==> src/rtl/ep_irq_regs.svh <==
`ifndef EP_IRQ_REGS_SVH
`define EP_IRQ_REGS_SVH

// ----------------------------------------
// Register byte addresses
// ----------------------------------------
`define OFF_MASK_LOW     12'h050
`define OFF_MASK_HIGH    12'h054
`define OFF_STATUS_LOW   12'h058
`define OFF_STATUS_HIGH  12'h05c
`define OFF_IRQ_STATUS   12'h060
`define OFF_IRQ_ENABLE   12'h064

// ----------------------------------------
// Fields and reset values
// ----------------------------------------
`define EP_FIELD_W       8
`define MASK_RESET       8'hff
`define STATUS_RESET     8'h00
`define IRQ_EV_W         2
`define IRQ_EV_LOW       0
`define IRQ_EV_HIGH      1
`define IRQ_ENABLE_RESET 2'h0

// ----------------------------------------
// Bus answers
// ----------------------------------------
`define RESP_OKAY        2'h0
`define RESP_SLVERR      2'h2

`endif

==> src/rtl/ep_irq_pkg.sv <==
package ep_irq_pkg;
    typedef logic [7:0] ep_vec_t;
    typedef enum logic [1:0] {
        bus_idle,
        bus_resp
    } bus_state_t;
    typedef logic [1:0] axi_resp_t;
endpackage

==> src/rtl/usb_device_endpoint_irq_masks.sv <==
// The address map and register access over AXI4-Lite were decided locally.
`timescale 1ns/100ps
`include "ep_irq_regs.svh"


module usb_device_endpoint_irq_masks
    import ep_irq_pkg::*;
(
    input  wire logic        aclk,
    input  wire logic        aresetn,
    input  wire logic [15:0] ep_cond,
    output logic             ctrl_irq,
    output logic             irq,
    input  wire logic [11:0] s_axi_awaddr,
    input  wire logic        s_axi_awvalid,
    output logic             s_axi_awready,
    input  wire logic [31:0] s_axi_wdata,
    input  wire logic [3:0]  s_axi_wstrb,
    input  wire logic        s_axi_wvalid,
    output logic             s_axi_wready,
    output logic [1:0]       s_axi_bresp,
    output logic             s_axi_bvalid,
    input  wire logic        s_axi_bready,
    input  wire logic [11:0] s_axi_araddr,
    input  wire logic        s_axi_arvalid,
    output logic             s_axi_arready,
    output logic [31:0]      s_axi_rdata,
    output logic [1:0]       s_axi_rresp,
    output logic             s_axi_rvalid,
    input  wire logic        s_axi_rready
);
    // ----------------------------------------
    // Write channel
    // ----------------------------------------
    logic        aw_held;
    logic [11:0] aw_addr;
    logic        w_held;
    logic [31:0] w_data;
    logic [3:0]  w_strb;

    wire logic aw_take = s_axi_awvalid && s_axi_awready;
    wire logic w_take  = s_axi_wvalid && s_axi_wready;
    wire logic wr_fire = aw_held && w_held && !s_axi_bvalid;

    function automatic logic addr_known(input logic [11:0] a);
        return a == `OFF_MASK_LOW || a == `OFF_MASK_HIGH || a == `OFF_STATUS_LOW ||
               a == `OFF_STATUS_HIGH || a == `OFF_IRQ_STATUS || a == `OFF_IRQ_ENABLE;
    endfunction

    // Reserved upper bits of every register read as zero
    function automatic logic [31:0] pad_byte(input ep_vec_t v);
        return {24'h000000, v};
    endfunction

    function automatic logic [31:0] pad_pair(input logic [1:0] v);
        return {30'h0, v};
    endfunction

    // Write-one-to-clear: only a decoded write clears anything
    function automatic ep_vec_t w1c_mask(input logic hit, input ep_vec_t d);
        return hit ? d : 8'h00;
    endfunction

    // Only the low byte carries state, so byte lane 0 decides a write
    wire logic lane0    = w_strb[0];
    wire logic wr_mlow  = wr_fire && lane0 && aw_addr == `OFF_MASK_LOW;
    wire logic wr_mhigh = wr_fire && lane0 && aw_addr == `OFF_MASK_HIGH;
    wire logic wr_slow  = wr_fire && lane0 && aw_addr == `OFF_STATUS_LOW;
    wire logic wr_shigh = wr_fire && lane0 && aw_addr == `OFF_STATUS_HIGH;
    wire logic wr_ists  = wr_fire && lane0 && aw_addr == `OFF_IRQ_STATUS;
    wire logic wr_ien   = wr_fire && lane0 && aw_addr == `OFF_IRQ_ENABLE;

    always_ff @(posedge aclk) begin
        if (!aresetn) begin
            aw_held       <= 1'b0;
            aw_addr       <= 12'h000;
            s_axi_awready <= 1'b0;
        end else begin
            if (aw_take) begin
                aw_held <= 1'b1;
                aw_addr <= s_axi_awaddr;
            end else if (wr_fire) begin
                aw_held <= 1'b0;
            end
            // Readies wait for the answer to go, so a slow bready stalls the master
            s_axi_awready <= !aw_held && !aw_take && !s_axi_awready && !s_axi_bvalid;
        end
    end

    always_ff @(posedge aclk) begin
        if (!aresetn) begin
            w_held       <= 1'b0;
            w_data       <= 32'h0000_0000;
            w_strb       <= 4'h0;
            s_axi_wready <= 1'b0;
        end else begin
            if (w_take) begin
                w_held <= 1'b1;
                w_data <= s_axi_wdata;
                w_strb <= s_axi_wstrb;
            end else if (wr_fire) begin
                w_held <= 1'b0;
            end
            // Same hold-off as the address channel
            s_axi_wready <= !w_held && !w_take && !s_axi_wready && !s_axi_bvalid;
        end
    end

    always_ff @(posedge aclk) begin
        if (!aresetn) begin
            s_axi_bvalid <= 1'b0;
            s_axi_bresp  <= `RESP_OKAY;
        end else if (wr_fire) begin
            s_axi_bvalid <= 1'b1;
            s_axi_bresp  <= addr_known(aw_addr) ? `RESP_OKAY : `RESP_SLVERR;
        end else if (s_axi_bready) begin
            s_axi_bvalid <= 1'b0;
        end
    end

    // ----------------------------------------
    // Mask registers
    // ----------------------------------------
    ep_vec_t mask_low;
    ep_vec_t mask_high;

    ep_mask_reg #(
        .WIDTH   (`EP_FIELD_W)
    ) u_mask_low (
        .aclk    (aclk),
        .aresetn (aresetn),
        .wr_en   (wr_mlow),
        .wr_data (w_data[7:0]),
        .mask    (mask_low)
    );

    ep_mask_reg #(
        .WIDTH   (`EP_FIELD_W)
    ) u_mask_high (
        .aclk    (aclk),
        .aresetn (aresetn),
        .wr_en   (wr_mhigh),
        .wr_data (w_data[7:0]),
        .mask    (mask_high)
    );

    // ----------------------------------------
    // Endpoint status
    // ----------------------------------------
    ep_vec_t status_low;
    ep_vec_t status_high;
    logic    any_low;
    logic    any_high;
    logic    new_low;
    logic    new_high;

    wire ep_vec_t clr_low  = w1c_mask(wr_slow, w_data[7:0]);
    wire ep_vec_t clr_high = w1c_mask(wr_shigh, w_data[7:0]);

    ep_status_bank #(
        .WIDTH   (`EP_FIELD_W)
    ) u_status_low (
        .aclk    (aclk),
        .aresetn (aresetn),
        .mask    (mask_low),
        .cond    (ep_cond[7:0]),
        .clear   (clr_low),
        .status  (status_low),
        .any_set (any_low),
        .new_set (new_low)
    );

    ep_status_bank #(
        .WIDTH   (`EP_FIELD_W)
    ) u_status_high (
        .aclk    (aclk),
        .aresetn (aresetn),
        .mask    (mask_high),
        .cond    (ep_cond[15:8]),
        .clear   (clr_high),
        .status  (status_high),
        .any_set (any_high),
        .new_set (new_high)
    );

    // ----------------------------------------
    // Interrupt outputs
    // ----------------------------------------
    logic [1:0] irq_status;
    logic [1:0] irq_enable;

    wire logic [1:0] irq_ev   = {new_high, new_low};
    wire logic [1:0] irq_clr  = wr_ists ? w_data[1:0] : 2'h0;
    wire logic [1:0] next_irq = irq_ev | (irq_status & ~irq_clr);

    // Event bits: a new rise wins over a clear in the same cycle
    always_ff @(posedge aclk) begin
        if (!aresetn) begin
            irq_status <= 2'h0;
        end else begin
            irq_status <= next_irq;
        end
    end

    always_ff @(posedge aclk) begin
        if (!aresetn) begin
            irq_enable <= `IRQ_ENABLE_RESET;
        end else if (wr_ien) begin
            irq_enable <= w_data[1:0];
        end
    end

    // New enable is used at once, so the output never lags the write
    wire logic [1:0] next_enable = wr_ien ? w_data[1:0] : irq_enable;

    always_ff @(posedge aclk) begin
        if (!aresetn) begin
            ctrl_irq <= 1'b0;
            irq      <= 1'b0;
        end else begin
            ctrl_irq <= any_low || any_high;
            irq      <= |(next_irq & next_enable);
        end
    end

    // ----------------------------------------
    // Read channel
    // ----------------------------------------
    // ----------------------------------------
    // Read decode
    // ----------------------------------------
    wire logic rd_mlow  = s_axi_araddr == `OFF_MASK_LOW;
    wire logic rd_mhigh = s_axi_araddr == `OFF_MASK_HIGH;
    wire logic rd_slow  = s_axi_araddr == `OFF_STATUS_LOW;
    wire logic rd_shigh = s_axi_araddr == `OFF_STATUS_HIGH;
    wire logic rd_ists  = s_axi_araddr == `OFF_IRQ_STATUS;
    wire logic rd_ien   = s_axi_araddr == `OFF_IRQ_ENABLE;

    // upper bits zero
    // Unmapped addresses read as zero and answer with an error
    wire logic [31:0] rd_word =
        rd_mlow  ? pad_byte(mask_low)    :
        rd_mhigh ? pad_byte(mask_high)   :
        rd_slow  ? pad_byte(status_low)  :
        rd_shigh ? pad_byte(status_high) :
        rd_ists  ? pad_pair(irq_status)  :
        rd_ien   ? pad_pair(irq_enable)  : 32'h0000_0000;

    wire logic ar_take = s_axi_arvalid && s_axi_arready;

    // One read at a time: no new address while data waits
    always_ff @(posedge aclk) begin
        if (!aresetn) begin
            s_axi_arready <= 1'b0;
        end else begin
            s_axi_arready <= !s_axi_rvalid && !ar_take && !s_axi_arready;
        end
    end

    always_ff @(posedge aclk) begin
        if (!aresetn) begin
            s_axi_rvalid <= 1'b0;
            s_axi_rdata  <= 32'h0000_0000;
            s_axi_rresp  <= `RESP_OKAY;
        end else if (ar_take) begin
            s_axi_rvalid <= 1'b1;
            s_axi_rdata  <= rd_word;
            s_axi_rresp  <= addr_known(s_axi_araddr) ? `RESP_OKAY : `RESP_SLVERR;
        end else if (s_axi_rready) begin
            s_axi_rvalid <= 1'b0;
        end
    end
endmodule // usb_device_endpoint_irq_masks

==> src/rtl/ep_status_bank.sv <==
`timescale 1ns/100ps
`include "ep_irq_regs.svh"

module ep_status_bank
    import ep_irq_pkg::*;
#(
    parameter int WIDTH = 8
) (
    input  wire logic             aclk,
    input  wire logic             aresetn,
    input  wire logic [WIDTH-1:0] mask,
    input  wire logic [WIDTH-1:0] cond,
    input  wire logic [WIDTH-1:0] clear,
    output logic      [WIDTH-1:0] status,
    output logic                  any_set,
    output logic                  new_set
);
    initial begin
        if (WIDTH < 1 || WIDTH > 32) begin
            $error("ep_status_bank WIDTH out of range");
        end
    end

    wire logic [WIDTH-1:0] set_ok = cond & ~mask;
    // Set wins over a clear in the same cycle; masking never clears
    wire logic [WIDTH-1:0] next_status = set_ok | (status & ~clear);

    always_ff @(posedge aclk) begin
        if (!aresetn) begin
            status  <= '0;
            any_set <= 1'b0;
            new_set <= 1'b0;
        end else begin
            status  <= next_status;
            any_set <= |next_status;
            new_set <= |(set_ok & ~status);
        end
    end
endmodule // ep_status_bank

==> src/rtl/ep_mask_reg.sv <==
`timescale 1ns/100ps
`include "ep_irq_regs.svh"

module ep_mask_reg
    import ep_irq_pkg::*;
#(
    parameter int WIDTH = 8
) (
    input  wire logic             aclk,
    input  wire logic             aresetn,
    input  wire logic             wr_en,
    input  wire logic [WIDTH-1:0] wr_data,
    output logic      [WIDTH-1:0] mask
);
    initial begin
        if (WIDTH != `EP_FIELD_W) begin
            $error("ep_mask_reg WIDTH must match the endpoint field");
        end
    end

    always_ff @(posedge aclk) begin
        if (!aresetn) begin
            mask <= `MASK_RESET;
        end else if (wr_en) begin
            mask <= wr_data;
        end
    end
endmodule // ep_mask_reg

==> config.mk <==
export PLATFORM = sky130hd
export DESIGN_NAME = usb_device_endpoint_irq_masks
export DESIGN_NICKNAME = d
export VERILOG_FILES = /design/src/rtl/ep_irq_pkg.sv /design/src/rtl/usb_device_endpoint_irq_masks.sv /design/src/rtl/ep_status_bank.sv /design/src/rtl/ep_mask_reg.sv
export VERILOG_INCLUDE_DIRS = /design/src /design/src/rtl
export SDC_FILE = /design/constraint.sdc
export NUM_CORES = 1
export LEC_CHECK = 0
export BUFFER_PORTS_ARGS = -buffer_cell sky130_fd_sc_hd__buf_4
export CORE_ASPECT_RATIO = 1.2
export CORE_MARGIN = 4
export CORE_UTILIZATION = 50
export DETAILED_ROUTE_END_ITERATION = 7
export PLACE_DENSITY = 0.8
export SLEW_MARGIN = 5
export SYNTH_ARGS = -nofsm -noshare
export SYNTH_HDL_FRONTEND = slang
export SYNTH_SLANG_ARGS = --single-unit
==> constraint.sdc <==
create_clock -name aclk -period 2.4 [get_ports aclk]
set_input_delay 0.12 -clock aclk [delete_from_list [all_inputs] [get_ports aclk]]
set_output_delay 0.12 -clock aclk [all_outputs]
set_load 0.01 [all_outputs]
==> flow_metrics.env <==
export IMPL_status="finished, final reports clean"
export IMPL_period_minus_slack_ns=2.00
export IMPL_crit_slowest_cell="nor4b_4"
export IMPL_tightestPinTransition_ns=0.817
export IMPL_ir_worst_vdd_mv=0.482
export IMPL_cts_setup_buffers=0
export IMPL_synth_common_cells="dfxtp_1, nand2_1, a21oi_1, buf_4, nand2b_1"
export IMPL_power_density_nw_per_um2=567
export IMPL_synth_top_area_cell="dfxtp_1"
export IMPL_clkPwrFrac=0.354
export IMPL_h_tree_depth=3
export IMPL_antenna_found_initial=0
export IMPL_power_switching_uw=678
export IMPL_area_growth_syn_to_layout_pct=21.5
export IMPL_setup_viol=0
export IMPL_p_int_uw=1870
export IMPL_start_util=0.512
export IMPL_clock_sinks=80
export IMPL_fin_skew_ns=0.00570
export IMPL_critical_path_class="register to register"
export IMPL_ys_ff_latch=80
export IMPL_syn_area_per_cell_um2=8.86
export IMPL_ys_top_cells_by_area="dfxtp_1, nand2_1, mux2i_1"
export IMPL_ant_nets=0
export IMPL_cp_top_family="simple AND/OR/NAND/NOR gates"
export IMPL_die_h_um=102
export IMPL_fmax_mhz=500
export IMPL_finalPower_uw=2550
export IMPL_nNetsFinal=579
export IMPL_pwr_share_seq=0.545
export IMPL_synth_edf_count=0
export IMPL_start_kind="register"
export IMPL_ctsResizeCount=0
export IMPL_drc=0
export IMPL_grt_overflow_total=0
export IMPL_core_area_um2=7230
export IMPL_cts_tree="yes"
export IMPL_path_clk_slew_ns=0.08
export IMPL_wirelength_mm=8.38
export IMPL_root_buffer="clkbuf_8"
export IMPL_fill_cells=642
export IMPL_path_common_cell="nand4_1"
export IMPL_yosysMostFrequentCell="dfxtp_1"
export IMPL_yosysTopAreaCellShare=0.433
export IMPL_fin_tns_setup_ns=0
export IMPL_crit_chain="nor4b_4 -> nand4_1 -> o21ai_0 -> nand4_1 -> o21a_1"
export IMPL_dieArea_um2=8850
export IMPL_cts_buffers=9
export IMPL_grt_pass1_vias=2976
export IMPL_port_buffers=72
export IMPL_clockBufferDepth=2
export IMPL_worstPathRequired_ns=2.65
export IMPL_wl_per_cell_um=14.2
export IMPL_worst_setup_path_end_kind="register"
export IMPL_synth_area_um2=3700
export IMPL_fp_dieW_um=86.6
export IMPL_yosys_warnings=0
export IMPL_grt_max_degree=34
export IMPL_synth_ff_type="dfxtp_1"
export IMPL_async_flop_share=0
export IMPL_final_layout_size_suffix_gt1_frac=0.214
export IMPL_synthCells=418
export IMPL_crit_arrival_ns=2.25
export IMPL_insertion_delay_ns=0.35
export IMPL_cpPeakStageDelay_ns=0.44
export IMPL_ios=126
export IMPL_ys_types=40
export IMPL_gp_congestion=0.862
export IMPL_swShare=0.266
export IMPL_combPwrFrac=0.101
export IMPL_rsz0062_at_grt="no"
export IMPL_holdBufCountCts=11
export IMPL_grt_use_total=0.192
export IMPL_ys_seq_area_frac=0.433
export IMPL_slew_headroom=0.455
export IMPL_maxCapViolCount=0
export IMPL_vias_per_cell=5.32
export IMPL_crit_fanout=8
export IMPL_path_buf_inv=0
export IMPL_dr_total_vias=3146
export IMPL_place_hpwl_mm=6.29
export IMPL_first_pass_iters=4
export IMPL_grt_pass1_wl_mm=13.4
export IMPL_drt_iter0_drc=190
export IMPL_p_leak_uw=0.00184
export IMPL_final_max_slew_viol_count=0
export IMPL_hold_ws_ns=0.0117
export IMPL_finalHoldViolCount=0
export IMPL_antenna_diode_count=0
export IMPL_placementRows=34
export IMPL_hp_class="primary input to register"
export IMPL_timing_final_crit_share=0.833
## metal layers
metal  share of wire  global-route usage  vias to the layer above  wire length [um]
met5               0                   0                        -                 0
met4           0.032               0.110                        0               267
met3           0.066              0.0347                       23               551
met2            0.48               0.313                      111              4040
met1            0.42               0.237                     1461              3530
li1                -                   -                     1551                 -
## cell families after synthesis
kind of cell	count (synthesis)	share of synthesized area
other cells	1	0.00101
flops	80	0.433
buf+inv	51	0.0808
simple gates	180	0.268
compound gates	77	0.119
mux	29	0.0987
## state kept, by name, summed over array words and instances, names as in the netlist, 2 cells and up
name / count
u_mask_low.mask: 8
u_status_high.status: 8
u_status_low.status: 8
s_axi_rdata: 8
irq_enable: 2
u_mask_high.mask: 8
w_data: 8
irq_status: 2
aw_addr: 12
## per-stage QoR
step / instances / setup WS [ns] / area [um2] / util
after floorplan: 443 / 0.717 / 3800 / -
after global placement: 564 / 0.447 / 4210 / 0.582
after detailed placement: 564 / 0.412 / 4210 / 0.582
after CTS: 591 / 0.384 / 4500 / 0.622
after global routing: 591 / 0.251 / 4500 / 0.622
final: 591 / 0.402 / 4500 / 0.622
## power by group through the flow
stage,Combinational (uW),Clock [uW],Sequential [uW]
after floorplan,156,0,1420
after global placement,240,0,1420
after detailed placement,244,0,1420
after CTS,258,922,1390
after global routing,285,976,1390
final,257,902,1390
## worst reg2reg max path: cells and delay by family, from the launching register on
| kind | cells | cell delay [ns] |
|---|---|---|
| and+or+nand+nor | 3 | 0.98 |
| DFF | 1 | 0.34 |
| AOI/OAI and AO/OA | 2 | 0.56 |
## cells in the final DEF, fill, tap and decap left out, types with 4 or more instances in the layout
cell type and instances:
inv_1 8, nand2b_1 27, o22ai_1 10, and2_1 11, buf_4 73, conb_1 26, a21oi_1 35, nor2_1 22
nor4_1 4, mux4_2 6, nor2b_1 9, nor3b_1 5, o21ai_0 15, nand4_1 5, clkbuf_8 9, a31oi_1 9
mux2i_1 23, dfxtp_1 80, nor3_1 4, dlygate4sd3_1 11, nand2_1 78
## path summary, 6_finish.rpt
path	cells past startpoint	slack [ns]	end	startpoint
setup / recovery	5	0.40	u_status_low.any_set	aw_addr[0]
hold / removal	3	0.01	w_data[3]	s_axi_wdata[3]
setup reg to reg	5	0.40	u_status_low.any_set	aw_addr[0]
hold reg to reg	2	0.44	ctrl_irq	u_status_low.any_set
## layout make-up
class | instances | area (um2) | share of cell area
Clock buffer | 9 | 124 | 0.0275
Multi-Input combinational cell | 312 | 1900 | 0.421
Timing Repair Buffer | 85 | 678 | 0.151
Tap cell | 90 | 113 | 0.0250
Inverter | 8 | 30.0 | 0.00668
Sequential cell | 80 | 1600 | 0.356
Clock inverter | 7 | 56.3 | 0.0125
Note: power is estimated with default switching activity, not from simulation.
